## config.mk

```make
export PLATFORM = sky130hd
export DESIGN_NAME = msps_top
export DESIGN_NICKNAME = d
export VERILOG_FILES = /design/src/core/msps_pkg.sv /design/src/core/msps_top.sv /design/src/core/msps_master.sv /design/src/core/msps_slave.sv
export SDC_FILE = /design/constraint.sdc
export NUM_CORES = 1
export LEC_CHECK = 0
export BUFFER_PORTS_ARGS = -buffer_cell sky130_fd_sc_hd__buf_2
export CORE_ASPECT_RATIO = 0.7
export CORE_MARGIN = 2
export CORE_UTILIZATION = 60
export DETAILED_ROUTE_END_ITERATION = 7
export PLACE_DENSITY_LB_ADDON = 0.05
export SYNTH_ARGS = -nofsm -noshare
export SYNTH_HDL_FRONTEND = slang
export SYNTH_SLANG_ARGS = --single-unit
```

## constraint.sdc

```tcl
create_clock -name pclk -period 4.02 [get_ports pclk]
set_clock_uncertainty 0.1 [all_clocks]
set_input_delay 0.201 -clock pclk [delete_from_list [all_inputs] [get_ports pclk]]
set_output_delay 0.201 -clock pclk [all_outputs]
set_load 0.01 [all_outputs]
```

## src/core/msps_pkg.sv

```systemverilog
// Constants and types shared by the master/slave PWM sequencer
package msps_pkg;
    // ==========================================================
    // Widths and types
    localparam int CNT_W = 16;
    localparam int ADDR_W = 12;
    localparam int CKSEL_W = 4;
    typedef logic [CNT_W-1:0] msps_cnt_t;
    typedef logic [ADDR_W-1:0] msps_addr_t;
    // ==========================================================
    // Register offsets
    localparam msps_addr_t OFS_POWER = 12'h000;
    localparam msps_addr_t OFS_TRIG = 12'h004;
    localparam msps_addr_t OFS_ENSTAT = 12'h008;
    localparam msps_addr_t OFS_PERIOD = 12'h00C;
    localparam msps_addr_t OFS_DUTY = 12'h010;
    localparam msps_addr_t OFS_PCNT = 12'h014;
    localparam msps_addr_t OFS_DCNT = 12'h018;
    localparam msps_addr_t OFS_OUTCFG = 12'h01C;
    localparam msps_addr_t OFS_MMODE = 12'h020;
    localparam msps_addr_t OFS_SMODE = 12'h024;
    localparam msps_addr_t OFS_ISTAT = 12'h028;
    localparam msps_addr_t OFS_IMASK = 12'h02C;
    localparam msps_addr_t OFS_CKSEL = 12'h030;
    // ==========================================================
    // Field positions
    localparam int BIT_PWR = 0;
    localparam int BIT_MSTART = 0;
    localparam int BIT_SSTART = 1;
    localparam int BIT_MSTOP = 2;
    localparam int BIT_SSTOP = 3;
    localparam int BIT_MEN = 0;
    localparam int BIT_SEN = 1;
    localparam int BIT_SOE = 0;
    localparam int BIT_SLVL = 1;
    localparam int BIT_SOM = 2;
    localparam int BIT_MOM = 3;
    localparam int BIT_MLVL = 4;
    localparam int BIT_OUTVAL = 5;
    localparam int OUTCFG_W = 6;
    localparam int BIT_PIRQ = 0;
    localparam int BIT_DIRQ = 1;
    // ==========================================================
    // Reset values
    localparam msps_cnt_t RST_CNT = 16'h0000;
    localparam logic [OUTCFG_W-1:0] RST_OUTCFG = 6'h00;
    localparam logic [CKSEL_W-1:0] RST_CKSEL = 4'h0;
    localparam logic [1:0] RST_IRQ = 2'h0;
endpackage : msps_pkg

```

## src/core/msps_top.sv

```systemverilog
// APB-mapped master/slave PWM sequencer with interrupt and pin control
//
// Added by the designer: the address map and the APB register port.
`timescale 1ns/100ps
// Overview of operation
// - Master and slave start bits written together; they read back as zero.
// - Start sets both enable flags; master interrupts at once and starts slave.
// - Both count values are readable at any time.
// - Master loads period, counts down, reloads and interrupts at zero.
// - Each master interrupt loads the duty value into the slave counter while the slave is enabled or starting.
// - Output active one count clock after master interrupt, inactive at slave zero.
// - Stop bits written together clear both enable flags and halt counting.
// - Counters keep their values after a stop.
// - A stop leaves the output pin level unchanged.
// - With output enable clear, a written output level drives the pin.
// - Clearing the power enable resets everything and returns pin to port mode.
// - Output period equals the master period value plus one, in count clocks.
// - Duty of period plus one or more saturates to a fully active output.
module msps_top
    import msps_pkg::*;
(
    input wire logic pclk,
    input wire logic presetn,
    input wire logic psel,
    input wire logic penable,
    input wire logic pwrite,
    input wire msps_pkg::msps_addr_t paddr,
    input wire logic [31:0] pwdata,
    output logic pready,
    output logic [31:0] prdata,
    output logic pslverr,
    output logic irq,
    output logic pwm_output,
    output logic pwm_output_en
);
    import msps_pkg::*;

    // ==========================================================
    // State
    logic pready_q;
    logic [31:0] prdata_q;
    logic pslverr_q;
    logic irq_q;
    logic out_q;
    logic out_en_q;
    logic pwr_q;
    msps_cnt_t period_q;
    msps_cnt_t duty_q;
    msps_cnt_t mmode_q;
    msps_cnt_t smode_q;
    logic [OUTCFG_W-2:0] outcfg_q;
    logic [1:0] istat_q;
    logic [1:0] imask_q;
    logic [CKSEL_W-1:0] cksel_q;
    msps_cnt_t presc_q;
    msps_cnt_t pcnt;
    msps_cnt_t dcnt;
    logic m_en;
    logic s_en;
    logic m_irq;
    logic s_irq;
    logic act_set;
    logic act_clr;

    // ==========================================================
    // APB decode
    wire access = psel & penable & ~pready_q;
    wire wr = psel & penable & pwrite & pready_q;
    wire clr = ~pwr_q;
    wire sel_pwr = paddr == OFS_POWER;
    wire sel_trig = paddr == OFS_TRIG;
    wire sel_enstat = paddr == OFS_ENSTAT;
    wire sel_period = paddr == OFS_PERIOD;
    wire sel_duty = paddr == OFS_DUTY;
    wire sel_pcnt = paddr == OFS_PCNT;
    wire sel_dcnt = paddr == OFS_DCNT;
    wire sel_outcfg = paddr == OFS_OUTCFG;
    wire sel_mmode = paddr == OFS_MMODE;
    wire sel_smode = paddr == OFS_SMODE;
    wire sel_istat = paddr == OFS_ISTAT;
    wire sel_imask = paddr == OFS_IMASK;
    wire sel_cksel = paddr == OFS_CKSEL;
    wire mapped = sel_pwr | sel_trig | sel_enstat | sel_period | sel_duty | sel_pcnt
        | sel_dcnt | sel_outcfg | sel_mmode | sel_smode | sel_istat | sel_imask | sel_cksel;
    wire wr_on = wr & pwr_q;
    wire wr_trig = wr_on & sel_trig;
    wire wr_outcfg = wr_on & sel_outcfg;
    wire m_start = wr_trig & pwdata[BIT_MSTART];
    wire s_start = wr_trig & pwdata[BIT_SSTART];
    wire m_stop = wr_trig & pwdata[BIT_MSTOP];
    wire s_stop = wr_trig & pwdata[BIT_SSTOP];
    wire soe = outcfg_q[BIT_SOE];
    wire slvl = outcfg_q[BIT_SLVL];
    wire [OUTCFG_W-1:0] outcfg_rd = {out_q, outcfg_q};
    wire [1:0] ev = {s_irq, m_irq};

    // Counts read live, also while running
    wire [31:0] rdata =
        sel_pwr ? {31'h0, pwr_q} :
        sel_enstat ? {30'h0, s_en, m_en} :
        sel_period ? {16'h0, period_q} :
        sel_duty ? {16'h0, duty_q} :
        sel_pcnt ? {16'h0, pcnt} :
        sel_dcnt ? {16'h0, dcnt} :
        sel_outcfg ? {26'h0, outcfg_rd} :
        sel_mmode ? {16'h0, mmode_q} :
        sel_smode ? {16'h0, smode_q} :
        sel_istat ? {30'h0, istat_q} :
        sel_imask ? {30'h0, imask_q} :
        sel_cksel ? {28'h0, cksel_q} :
        32'h0000_0000;

    // ==========================================================
    // Count clock prescaler
    wire msps_cnt_t presc_mask = msps_cnt_t'((17'h00001 << cksel_q) - 17'h00001);
    wire tick = (presc_q & presc_mask) == RST_CNT;

    // ==========================================================
    // Channels
    msps_master u_master (
        .pclk(pclk),
        .presetn(presetn),
        .clr(clr),
        .tick(tick),
        .start(m_start),
        .stop(m_stop),
        .period_reload(period_q),
        .period_counter(pcnt),
        .master_enable_status(m_en),
        .period_interrupt(m_irq)
    );

    msps_slave u_slave (
        .pclk(pclk),
        .presetn(presetn),
        .clr(clr),
        .tick(tick),
        .start(s_start),
        .stop(s_stop),
        .master_irq(m_irq),
        .duty_reload(duty_q),
        .duty_counter(dcnt),
        .slave_enable_status(s_en),
        .duty_interrupt(s_irq),
        .act_set(act_set),
        .act_clr(act_clr)
    );

    // ==========================================================
    // Bus answer
    always_ff @(posedge pclk or negedge presetn)
    begin
        if (!presetn)
        begin
            pready_q <= 1'b0;
            prdata_q <= 32'h0000_0000;
            pslverr_q <= 1'b0;
        end
        else
        begin
            pready_q <= access;
            prdata_q <= (access && !pwrite) ? rdata : 32'h0000_0000;
            pslverr_q <= access & ~mapped;
        end
    end

    // ==========================================================
    // Power enable, always writable
    always_ff @(posedge pclk or negedge presetn)
    begin
        if (!presetn)
            pwr_q <= 1'b0;
        else if (wr && sel_pwr)
            pwr_q <= pwdata[BIT_PWR];
    end

    // ==========================================================
    // Configuration registers, reset while powered off
    always_ff @(posedge pclk or negedge presetn)
    begin
        if (!presetn)
        begin
            period_q <= RST_CNT;
            duty_q <= RST_CNT;
            mmode_q <= RST_CNT;
            smode_q <= RST_CNT;
            outcfg_q <= RST_OUTCFG[OUTCFG_W-2:0];
            imask_q <= RST_IRQ;
            cksel_q <= RST_CKSEL;
        end
        else if (clr)
        begin
            period_q <= RST_CNT;
            duty_q <= RST_CNT;
            mmode_q <= RST_CNT;
            smode_q <= RST_CNT;
            outcfg_q <= RST_OUTCFG[OUTCFG_W-2:0];
            imask_q <= RST_IRQ;
            cksel_q <= RST_CKSEL;
        end
        else if (wr_on)
        begin
            if (sel_period)
                period_q <= pwdata[CNT_W-1:0];
            if (sel_duty)
                duty_q <= pwdata[CNT_W-1:0];
            if (sel_mmode)
                mmode_q <= pwdata[CNT_W-1:0];
            if (sel_smode)
                smode_q <= pwdata[CNT_W-1:0];
            if (sel_outcfg)
                outcfg_q <= pwdata[OUTCFG_W-2:0];
            if (sel_imask)
                imask_q <= pwdata[1:0];
            if (sel_cksel)
                cksel_q <= pwdata[CKSEL_W-1:0];
        end
    end

    // ==========================================================
    // Prescaler, interrupt status and line
    always_ff @(posedge pclk or negedge presetn)
    begin
        if (!presetn)
        begin
            presc_q <= RST_CNT;
            istat_q <= RST_IRQ;
            irq_q <= 1'b0;
        end
        else if (clr)
        begin
            presc_q <= RST_CNT;
            istat_q <= RST_IRQ;
            irq_q <= 1'b0;
        end
        else
        begin
            presc_q <= presc_q + 16'h0001;
            istat_q <= ev | (istat_q & ~((wr_on && sel_istat) ? pwdata[1:0] : 2'h0));
            irq_q <= |(istat_q & imask_q);
        end
    end

    // ==========================================================
    // Output bit and pin drive
    always_ff @(posedge pclk or negedge presetn)
    begin
        if (!presetn)
        begin
            out_q <= 1'b0;
            out_en_q <= 1'b0;
        end
        else if (clr)
        begin
            out_q <= 1'b0;
            out_en_q <= 1'b0;
        end
        else
        begin
            out_en_q <= outcfg_q[BIT_SOM];
            if (soe && act_set)
                out_q <= ~slvl;
            else if (soe && act_clr)
                out_q <= slvl;
            else if (wr_outcfg && !soe)
                out_q <= pwdata[BIT_OUTVAL];
        end
    end

    assign pready = pready_q;
    assign prdata = prdata_q;
    assign pslverr = pslverr_q;
    assign irq = irq_q;
    assign pwm_output = out_q;
    assign pwm_output_en = out_en_q;
endmodule : msps_top

```

## src/core/msps_master.sv

```systemverilog
// Master channel: period counter in repeating interval mode
`timescale 1ns/100ps
module msps_master
    import msps_pkg::*;
(
    input wire logic pclk,
    input wire logic presetn,
    input wire logic clr,
    input wire logic tick,
    input wire logic start,
    input wire logic stop,
    input wire msps_pkg::msps_cnt_t period_reload,
    output msps_pkg::msps_cnt_t period_counter,
    output logic master_enable_status,
    output logic period_interrupt
);
    logic run_q;
    msps_cnt_t cnt_q;
    wire zero_hit = run_q & tick & (cnt_q == RST_CNT);

    // ==========================================================
    // Counter
    assign period_interrupt = (start & ~stop) | (zero_hit & ~stop);
    assign period_counter = cnt_q;
    assign master_enable_status = run_q;

    always_ff @(posedge pclk or negedge presetn)
    begin
        if (!presetn)
        begin
            run_q <= 1'b0;
            cnt_q <= RST_CNT;
        end
        else if (clr)
        begin
            run_q <= 1'b0;
            cnt_q <= RST_CNT;
        end
        else if (stop)
        begin
            run_q <= 1'b0;
        end
        else if (start || zero_hit)
        begin
            run_q <= 1'b1;
            cnt_q <= period_reload;
        end
        else if (run_q && tick)
        begin
            cnt_q <= cnt_q - 16'h0001;
        end
    end
endmodule : msps_master

```

## src/core/msps_slave.sv

```systemverilog
// Slave channel: duty counter in one-count mode with output set/reset events
`timescale 1ns/100ps
module msps_slave
    import msps_pkg::*;
(
    input wire logic pclk,
    input wire logic presetn,
    input wire logic clr,
    input wire logic tick,
    input wire logic start,
    input wire logic stop,
    input wire logic master_irq,
    input wire msps_pkg::msps_cnt_t duty_reload,
    output msps_pkg::msps_cnt_t duty_counter,
    output logic slave_enable_status,
    output logic duty_interrupt,
    output logic act_set,
    output logic act_clr
);
    logic run_q;
    logic cnt_en_q;
    logic arm_q;
    msps_cnt_t cnt_q;
    wire live = (run_q | start) & ~stop;
    wire trig = master_irq & live;
    wire zero_hit = run_q & ~stop & cnt_en_q & tick & (cnt_q == RST_CNT);

    // ==========================================================
    // Events
    assign duty_interrupt = zero_hit;
    assign act_clr = zero_hit;
    assign act_set = arm_q & tick & run_q & ~stop & ~zero_hit;
    assign duty_counter = cnt_q;
    assign slave_enable_status = run_q;

    always_ff @(posedge pclk or negedge presetn)
    begin
        if (!presetn)
        begin
            run_q <= 1'b0;
            cnt_en_q <= 1'b0;
            arm_q <= 1'b0;
            cnt_q <= RST_CNT;
        end
        else if (clr)
        begin
            run_q <= 1'b0;
            cnt_en_q <= 1'b0;
            arm_q <= 1'b0;
            cnt_q <= RST_CNT;
        end
        else
        begin
            run_q <= live;
            if (trig)
            begin
                cnt_q <= duty_reload;
                cnt_en_q <= 1'b1;
                arm_q <= 1'b1;
            end
            else if (run_q && !stop && tick)
            begin
                arm_q <= 1'b0;
                if (zero_hit)
                    cnt_en_q <= 1'b0;
                else if (cnt_en_q)
                    cnt_q <= cnt_q - 16'h0001;
            end
        end
    end
endmodule : msps_slave

```

==> results of run 1 <==
==> worst max-delay path by stage <==
stage	start	endpoint	slack, ns	depth (start not counted)
after global placement	cksel_q[1]	u_master.period_counter[15]	0.49	11
final	cksel_q[1]	u_slave.duty_counter[13]	0.26	12
after detailed placement	cksel_q[1]	u_master.period_counter[5]	0.30	11
after CTS	cksel_q[1]	u_master.period_counter[12]	0.25	11
after global routing	cksel_q[1]	u_slave.duty_counter[9]	0.06	12
after floorplan	cksel_q[2]	u_slave.duty_counter[11]	0.47	15
==> registers in the layout, indices dropped and copies added (netlist names), 5 cells and up <==
register / flops
u_master.period_counter: 16
u_slave.duty_counter: 16
outcfg_q: 5
mmode_q: 16
period_q: 16
presc_q: 15
smode_q: 16
prdata: 16
duty_q: 16
==> through the flow <==
| step | worst slack, ns | instance area [um^2] | hold WS [ns] |
|---|---|---|---|
| floorplan | 0.4661 | 8521 | -0.1946 |
| global placement | 0.4947 | 8925 | 0.2720 |
| detailed placement | 0.2959 | 8925 | 0.2919 |
| CTS | 0.2549 | 9702 | 0.01970 |
| global route | 0.05664 | 9704 | 0.04546 |
| finish | 0.2557 | 9704 | 0.03236 |
==> routing by layer <==
| metal | part of all wire [%] | global-route usage, % | routed length [um] |
|---|---|---|---|
| met1 | 43 | 52.19 | 11270 |
| met2 | 42 | 51.49 | 11040 |
| met3 | 13 | 10.66 | 3470 |
| met4 | 1.5 | 11.16 | 388 |
| met5 | 0.050 | 0 | 13 |
==> area by class of cell <==
type / count / area [um^2]
fillers: 1072 / 4124
multi-input cells: 741 / 4380
inverters: 14 / 52.55
well taps: 190 / 237.7
clock inverters: 13 / 157.7
repair buffers: 100 / 681.9
flip-flops and latches: 150 / 3755
clock buffers: 18 / 439.2
==> cells by family after synthesis <==
logic type | synth area share, %
compound gates | 21.48
other cells | 0.04430
mux | 2.306
fa+ha+maj | 0.5913
flops | 44.35
xor+xnor | 2.173
simple gates | 24.35
buf+inv | 4.715
==> power breakdown <==
group          switching (uW)  total (uW)  internal, uW
registers               0.733        1510          1510
logic                    84.1         119          34.6
clock network             710        1660           947
total                     795        3290          2490
==> critical path, stage by stage, from the launching register on <==
cell and delay (ns):
dfrtp_1 0.38, nor2_1 0.21, nand3b_1 0.13, ha_1 0.43, a311o_1 0.43, nand4_1 0.13
o2111ai_1 0.12, or4_1 0.66, o31ai_2 0.28, buf_4 0.24, nand4_1 0.19, a21oi_2 0.24
a2bb2oi_2 0.15
==> timing repair <==
item,in CTS,in global routing
setup endpoints to repair,0,14
hold buffers,18,0
buffers inserted,0,0
hold endpoints to repair,153,0
gates resized for setup,0,1
==> cell usage in the layout, fill, tap and decap left out, types with 14 or more instances in the layout <==
master,n
nor2_1,58
dlygate4sd3_1,18
nor3_1,26
inv_1,14
buf_4,28
conb_1,16
a21boi_0,63
nand3_1,24
nand4_1,15
o21ai_0,46
o22ai_1,14
dfrtp_1,149
clkbuf_16,17
nand2_1,185
mux2i_1,15
a221oi_1,14
buf_2,52
and2_1,19
a21oi_1,43
nor2b_1,24
xnor2_1,16
==> summary.txt, run 1 <==
Logic synthesis
  – Netlist Area Pre-Place: 8464 um^2
  – Post-synthesis cell type count: 73
  – Post-synth EDFFs: 0
  – Avg Synthesized Cell Area: 8.790 um^2
  – Post-synth top cells: nand2_1, dfrtp_1, a21boi_0
  – Mapped Cells: 963
  – Synth top area share: 44.35%
  – Leading cell type by number of instances after synthesis: nand2_1
  – Yosys warns: 0
  – Register area share after synthesis: 44.35%
  – Largest area contributor in the netlist: dfrtp_1
  – Synth async-reset ratio: 100.0%
  – Flops & latches, synth: 150
  – Ys flop type: dfrtp_1
  – Top post-synthesis cells by area: dfrtp_1, nand2_1, a21boi_0, o21ai_0, nor2_1

Pwr
  – Leakage power: 0.004025 uW
  – VDD IR-drop max: 299.1 uV
  – Power, Total: 3287 uW
  – PD cells: 338.7 nW/um^2

GRT
  – First-pass GRT wire length: 40.69 mm
  – Tot GR Track Use: 35.74%
  – Initial antenna violation count: 1
  – Total gr overflow: 0
  – Vias in the first global route: 7343
  – Largest net degree at the start of global routing: 104

Critical path
  – Crit Path Max Fanout: 21
  – CP Launch Type: flip-flop
  – R2R Path End: u_slave.duty_counter[13]
  – Crit path capture type: flip-flop
  – CP Class: flip-flop to flip-flop
  – Required @ worst endpoint: 4.28 ns
  – RR Startpoint: cksel_q[1]
  – R2R cell count: 12
  – Flop-to-flop setup slack: 0.26 ns
  – Worst path arrival time: 4.03 ns

Route
  – Avg WL per Cell: 21.35 um
  – Vias: 7917
  – Initial DRC count: 1040
  – Final ANT Viol Nets: 0
  – Via density: 6.458
  – DR pass1 iterations: 6
  – Drc violations: 0
  – WL final: 26.18 mm

Timing
  – Fmax: 265.7 MHz
  – Final Hold Viols: 0
  – Max-slew headroom: 33.76%
  – Endpoints failing setup: 0
  – RSZ-0062 raised after global routing: false
  – Period minus WS final: 3.764 ns
  – Fin crit share: 93.64%
  – Least-Margin Pin Slew: 0.9686 ns
  – Final TNS setup: 0 ns
  – Final Max Slew Viols: 0

Hold path
  – Worst Hold Class: primary input to flip-flop
  – Hold path endpoint: mmode_q[2]
  – Worst Hold Launch: pwdata[2]
  – Hold Path Depth: 3

Clock tree
  – TritonCTS Buffers: 17
  – Max clock buf depth: 2
  – Clk_lat worst skew: 0.44 ns
  – Clock sink total: 150
  – H-Tree Depth: 4
  – CTS clk-pin slew, worst paths: 0.07 ns
  – Root Buffer: clkbuf_16
  – CTS tree: done

Status
  – Status: finished clean

Place
  – # port buffers: 53
  – Placed instance count: 1177
  – Detail Placement HPWL: 18.30 mm
  – Final GP Congestion: 0.9145

Run
  – Total of max-cap violations: 0

Layout
  – Area growth syn-to-layout: 14.65%
  – Finished Core Util: 70.18%
  – Nets: 1077
  – Ant diodes: 0
  – Post-Layout Cell Count: 1226
  – Share of cells above drive strength 1: 14.58%

Floorplan
  – Core box area: 13830 um^2
  – Starting Density: 61.21%
  – Die ar.: 15090 um^2
  – Placement row count: 36
  – Io pins: 86
  – Die width: 146.0 um
  – Height of the die: 103.4 um
Power figures use the tool's default switching activity.
==> inputs of run 2 (changes only) <==
CORE_UTILIZATION = 62   (was 60)
CTS_BUF_LIST = sky130_fd_sc_hd__clkbuf_2 sky130_fd_sc_hd__clkbuf_4 sky130_fd_sc_hd__clkbuf_8   (was not set)
SYNTH_HIERARCHICAL = 1   (was not set)
==> run 2 against run 1 <==
Net effect: global-route usage up 0.66 points; synthesized cell count grew 3.1%; largest power group is now sequential cells; combinational power rose by 47%; area after synthesis rose by 4.8%; utilization grew 2.3 points; clock power shrank 33%; worst setup slack lost 0.25 ns.
==> summary.txt, run 2 <==
Status
  – Status: finished clean

Floorplan
  – Core box area: 13960 um^2 (+0.98%)
  – Placement row count: 36 (unchanged)
  – Height of the die: 104.1 um (+0.69%)
  – Io pins: 86 (unchanged)
  – Starting Density: 63.55% (+2.3 points)
  – Die ar.: 15300 um^2 (+1.4%)
  – Die width: 147.0 um (+0.71%)

Clock tree
  – CTS tree: done
  – Clk_lat worst skew: 0.47 ns (+0.03 ns)
  – TritonCTS Buffers: 17 (unchanged)
  – Max clock buf depth: 2 (unchanged)
  – CTS clk-pin slew, worst paths: 0.08 ns (about the same)
  – H-Tree Depth: 4 (unchanged)
  – Root Buffer: clkbuf_8
  – Clock sink total: 150 (unchanged)

Place
  – Post-place setup slack: -0.06248 ns (-0.3584 ns)
  – Placed cell areas: 9348 um^2 (+4.7%)
  – Detail Placement HPWL: 18.78 mm (+2.6%)
  – # port buffers: 53 (unchanged)
  – Final GP Congestion: 0.9515 (+4.0%)

Logic synthesis
  – Mapped Cells: 993 (+3.1%)
  – Leading cell type by number of instances after synthesis: nand2_1
  – Post-synth EDFFs: 0 (unchanged)
  – Synth async-reset ratio: 100.0% (unchanged)
  – Post-synthesis cell type count: 86 (+18%)
  – Synth top area share: 42.30% (-2.0 points)
  – Largest area contributor in the netlist: dfrtp_1
  – Yosys warns: 6 (+6)
  – Top post-synthesis cells by area: dfrtp_1, nand2_1, mux2i_1, a21oi_1, nor2_1
  – Netlist Area Pre-Place: 8874 um^2 (+4.8%)
  – Flops & latches, synth: 150 (unchanged)
  – Ys flop type: dfrtp_1
  – Register area share after synthesis: 42.30% (-2.0 points)
  – Post-synth top cells: nand2_1, dfrtp_1, a21oi_1
  – Avg Synthesized Cell Area: 8.936 um^2 (+1.7%)

Pwr
  – PD cells: 276.3 nW/um^2 (-18%)
  – Leakage power: 0.004238 uW (+5.3%)
  – VDD IR-drop max: 203.7 uV (-32%)
  – Power, Total: 2796 uW (-15%)

Layout
  – Commonest non-fill, non-tap cells in the layout: nand2_1, dfrtp_1, a21oi_1
  – Ant diodes: 0 (unchanged)
  – Finished Core Util: 72.48% (+2.3 points)
  – Share of cells above drive strength 1: 18.69% (+4.1 points)
  – Post-route cell area: 10120 um^2 (+4.3%)
  – Fillcell total: 1047 (-2.3%)
  – Nets: 1115 (+3.5%)
  – Area growth syn-to-layout: 14.06%

Hold path
  – Worst Hold Launch: psel
  – Worst Hold Class: primary input to flip-flop

Timing
  – Max-slew headroom: 24.20% (-9.6 points)
  – Fin crit share: 99.98% (+6.3 points)
  – RSZ-0062 raised after global routing: true
  – Final Hold Viols: 0 (unchanged)
  – Endpoints failing setup: 0 (unchanged)
  – Fmax: 248.8 MHz (-6.3%)
  – Final Max Slew Viols: 0 (unchanged)
  – Worst setup margin: 0.0008029 ns (-0.2549 ns)
  – Least-Margin Pin Slew: 1.135 ns (+0.1661 ns)
  – Period minus WS final: 4.019 ns (+0.2549 ns)

Critical path
  – CP Launch Type: flip-flop
  – Crit Path Max Fanout: 7 (-67%)
  – Worst path arrival time: 4.32 ns (+0.29 ns)
  – RR Startpoint: cksel_q[0]
  – Family with the most delay on the worst path: simple AND/OR/NAND/NOR gates
  – Worst path most repeated cell: and4_4
  – Critical Path Max Stage Delay: 0.57 ns (-0.09 ns)
  – Crit-path cells: or4_4 > ha_4 > nor3b_1 > a31oi_1 > o21ai_1 > a222oi_1 > and4_4 > nor4bb_4 > and4_4 > a21oi_4 > nor2_4 > nand2b_4 > nor3_4 > buf_4 > buf_6 > nand2_1 > a21oi_2 > o21a_1
  – Slowest cell on crit path: or4_4
  – Crit path capture type: flip-flop
  – Required @ worst endpoint: 4.32 ns (+0.04 ns)
  – Setup crit start: cksel_q[0]
  – CP Class: flip-flop to flip-flop
  – CP bufs+invs: 2 (+1)

Route
  – WL final: 27.38 mm (+4.6%)
  – Vias: 8310 (+5.0%)
  – Final ANT Viol Nets: 0 (unchanged)
  – Via density: 6.595 (+2.1%)
  – DR pass1 iterations: 5 (-1)
  – Avg WL per Cell: 21.73 um (+1.8%)
  – Initial DRC count: 1083 (+4.1%)
  – Drc violations: 0 (unchanged)

GRT
  – First-pass GRT wire length: 43.05 mm (+5.8%)
  – Tot GR Track Use: 36.40% (+0.66 points)
  – Vias in the first global route: 7554 (+2.9%)
  – Largest net degree at the start of global routing: 87 (-16%)
  – Total gr overflow: 0 (unchanged)
  – Initial antenna violation count: 0 (-1)

Run
  – Total of max-cap violations: 0 (unchanged)
## run 2: worst register-to-register path, delay by kind of cell, from the launching register on
kind / cells / cell delay (ns)
compound gates: 6 / 0.88
fa+ha+maj: 1 / 0.20
buf+inv: 2 / 0.30
flops: 1 / 0.40
simple gates: 9 / 2.09
## run 2: final cells by class
| type | instances | area [um^2] | area share, % |
|---|---|---|---|
| inverter | 14 | 53.80 | 0.5316 |
| sequential | 150 | 3754 | 37.09 |
| clock inverter | 4 | 47.55 | 0.4698 |
| clock buffer | 24 | 311.5 | 3.078 |
| timing repair buffer | 117 | 837.1 | 8.270 |
| multi-input combinational | 761 | 4880 | 48.21 |
| tap | 190 | 237.7 | 2.349 |
## run 2: final timing paths
kind,slack (ns),end,depth (start not counted)
min in group asynchronous,0.26,presc_q[12],2
hold / removal,0.1,prdata[0],5
max in group asynchronous,2.60,period_q[3],3
setup / recovery,0.0008,u_slave/duty_counter[12],18
setup reg to reg,0.0008,u_slave/duty_counter[12],18
hold reg to reg,0.40,pready,1
## run 2: cells by family after synthesis
kind of cell,after synthesis,synth area share [%]
xor+xnor,12,1.184
flops,150,42.30
buf+inv,97,5.471
compound gates,270,21.05
mux,55,6.246
other cells,1,0.04226
simple gates,403,23.00
fa+ha+maj,5,0.7050
## run 2: stage by stage
stage	hold slack, ns	TNS, ns	instances
floorplan	-0.1946	0	1008
global route	0.1221	-2.417	1260
finish	0.09658	0	1260
global placement	0.2138	0	1207
CTS	0.08060	0	1255
detailed placement	0.2202	-0.1133	1207
## run 2: report_power, final
part / switching [uW] / internal (uW)
sequential: 0.822 / 1510
combinational: 126 / 49.1
clock: 551 / 560
## run 2: routing by layer
| layer | routed length (um) | up-vias | global-route usage (%) |
|---|---|---|---|
| met3 | 3974 | 70 | 13.99 |
| li1 | - | 3700 | - |
| met1 | 12080 | 3973 | 56.39 |
| met2 | 10630 | 567 | 46.34 |
| met5 | 0 | - | 0 |
| met4 | 689 | 0 | 10.92 |
## run 2: repair_timing
item | 4_1_cts | 5_1_grt
setup endpoints to repair | 12 | 19
gates resized for setup | 4 | 42
gates cloned | 0 | 1
hold buffers | 20 | 0
pin swaps | 1 | 23
hold endpoints to repair | 142 | 0
buffers inserted | 0 | 4
==> inputs of run 3 (changes only) <==
CORE_MARGIN = 8   (was 2)
==> run 3 against run 2 <==
Net effect: the run now ends with negative setup slack left; sequential power is essentially flat; clock power is 9.9% higher; sequential share of layout area shrank 0.082 points; cell area rose by 0.22%; routed wire length rose by 1.1%; largest cell class unchanged; largest power group unchanged; non-clock buffer count grew 2; register-to-register slack got worse by 0.03 ns; first-iteration DRC count decreased by 7.6%; utilization increased by 0.16 points; final cell count up 0.56%.
==> summary.txt, run 3 (same netlist as run 2, synthesis figures left out) <==
Floorplan
  – Io pins: 86 (unchanged)
  – Placement row count: 36 (unchanged)
  – Die width: 159.0 um (+8.2%)
  – Core box area: 13960 um^2 (unchanged)
  – Die ar.: 18460 um^2 (+21%)
  – Starting Density: 63.55% (unchanged)
  – Height of the die: 116.1 um (+12%)

Layout
  – Nets: 1117 (+0.18%)
  – Fillcell total: 1072 (+2.4%)
  – Share of cells above drive strength 1: 18.40% (-0.29 points)
  – Area growth syn-to-layout: 14.31%
  – Most common cell after layout, fill and taps aside: nand2_1
  – Post-Layout Cell Count: 1267 (+0.56%)
  – Commonest non-fill, non-tap cells in the layout: nand2_1, dfrtp_1, a21oi_1

Place
  – Detail Placement HPWL: 19.14 mm (+1.9%)
  – # port buffers: 53 (unchanged)
  – Placed instance count: 1211 (+0.33%)
  – Post-place setup slack: -0.2563 ns (-0.1938 ns)
  – Final GP Congestion: 0.9617 (+1.1%)

Clock tree
  – CTS clk-pin slew, worst paths: 0.10 ns (+0.02 ns)
  – Clk_lat worst skew: 0.47 ns (about the same)
  – H-Tree Depth: 4 (unchanged)
  – CTS tree: done
  – Max clock buf depth: 2 (unchanged)
  – Root Buffer: clkbuf_8
  – Clock sink total: 150 (unchanged)
  – TritonCTS Buffers: 17 (unchanged)

Timing
  – Hold slack: 0.01406 ns (-0.08252 ns)
  – Final TNS setup: -0.03859 ns (-0.03859 ns)
  – RSZ-0062 raised after global routing: true
  – Max-slew headroom: 27.55% (+3.3 points)
  – Least-Margin Pin Slew: 1.079 ns (-0.05597 ns)
  – Final Hold Viols: 0 (unchanged)
  – Fin crit share: 100.8% (+0.78 points)
  – Final Max Slew Viols: 0 (unchanged)
  – Period minus WS final: 4.051 ns (+0.03134 ns)
  – Endpoints failing setup: 3 (+3)
  – Worst setup margin: -0.03053 ns (-0.03134 ns)
  – Fmax: 246.9 MHz (-0.77%)

Pwr
  – Power, Total: 2908 uW (+4.0%)
  – VDD IR-drop max: 220.7 uV (+8.3%)
  – PD cells: 286.7 nW/um^2 (+3.8%)
  – Leakage power: 0.004231 uW (-0.16%)

Route
  – Drc violations: 0 (unchanged)
  – Avg WL per Cell: 21.85 um (+0.53%)
  – Via density: 6.567 (-0.43%)
  – WL final: 27.68 mm (+1.1%)
  – Initial DRC count: 1001 (-7.6%)
  – DR pass1 iterations: 5 (unchanged)
  – Vias: 8320 (+0.12%)
  – Final ANT Viol Nets: 0 (unchanged)

Critical path
  – Required @ worst endpoint: 4.31 ns (about the same)
  – CP Class: flip-flop to flip-flop
  – CP Launch Type: flip-flop
  – Crit Path Max Fanout: 7 (unchanged)
  – Flop-to-flop setup slack: -0.03 ns (-0.03 ns)
  – Worst path arrival time: 4.34 ns (+0.02 ns)
  – Crit path capture type: flip-flop

GRT
  – First-pass GRT wire length: 43.03 mm (about the same)
  – Initial antenna violation count: 0 (unchanged)
  – Total gr overflow: 0 (unchanged)
  – Largest net degree at the start of global routing: 110 (+26%)
  – Vias in the first global route: 7596 (+0.56%)
  – Tot GR Track Use: 29.48% (-6.9 points)

Status
  – Failing checks: negative setup slack
  – Status: complete, but fails checks

Run
  – Total of max-cap violations: 0 (unchanged)

Hold path
  – Worst Hold Class: primary input to flip-flop
-- run 3: worst max-delay path, stage by stage, from the launching register on --
cell,delay [ns]
dfrtp_1,0.38
or4_4,0.56
ha_4,0.21
nor3b_4,0.15
a31oi_1,0.14
o21ai_1,0.09
a222oi_1,0.35
and4_4,0.31
nor4bb_4,0.23
and4_4,0.28
a21oi_4,0.07
nor2_4,0.16
nand2b_4,0.08
nor3_4,0.23
buf_6,0.17
buf_4,0.12
nand2_4,0.05
a22oi_2,0.15
a2bb2oi_2,0.15
-- run 3: worst paths after layout --
path / from / endpoint / cells after the start
max: cksel_q[1] / u_slave/duty_counter[13] / 18
min: pwdata[1] / period_q[1] / 3
max reg2reg: cksel_q[1] / u_slave/duty_counter[13] / 18
min reg2reg: mmode_q[0] / mmode_q[0] / 2
max in group asynchronous: presetn / u_master/period_counter[12] / 3
min in group asynchronous: presetn / presc_q[12] / 2
-- run 3: where the power goes --
part	leakage, uW	switching (uW)	internal [uW]
clock network	0.000208	603	618
logic	0.00193	128	49.1
registers	0.00210	0.907	1510
total	0.00423	732	2180
-- run 3: cell type report --
cell class	count	area (um^2)	area share, %
clock inverters	11	121.4	1.196
clock buffers	21	289.0	2.849
multi-input cells	761	4856	47.87
repair buffers	119	829.5	8.178
well taps	190	237.7	2.344
inverters	14	53.80	0.5304
diodes	1	2.502	0.02467
flip-flops and latches	150	3754	37.00
-- run 3: what timing repair did --
| item | CTS | global route |
|---|---|---|
| resized for setup | 5 | 30 |
| hold endpoints to repair | 162 | 0 |
| hold buffers | 18 | 0 |
| cloned | 0 | 1 |
| endpoints found under the setup margin | 15 | 19 |
| pin swaps | 2 | 13 |
| setup buffers | 0 | 4 |
-- run 3: stage by stage --
step | instance area, um^2 | util [%]
floorplan | 8994 | -
global placement | 9378 | 67.16
detailed placement | 9378 | 67.16
CTS | 9991 | 71.55
global route | 10140 | 72.63
finish | 10140 | 72.64
-- run 3: routing by layer --
metal  track usage [%]  share of wire [%]
met1             42.71                 44
met5                 0                  0
met3             11.06                 14
met2             41.20                 40
met4             6.011                1.4
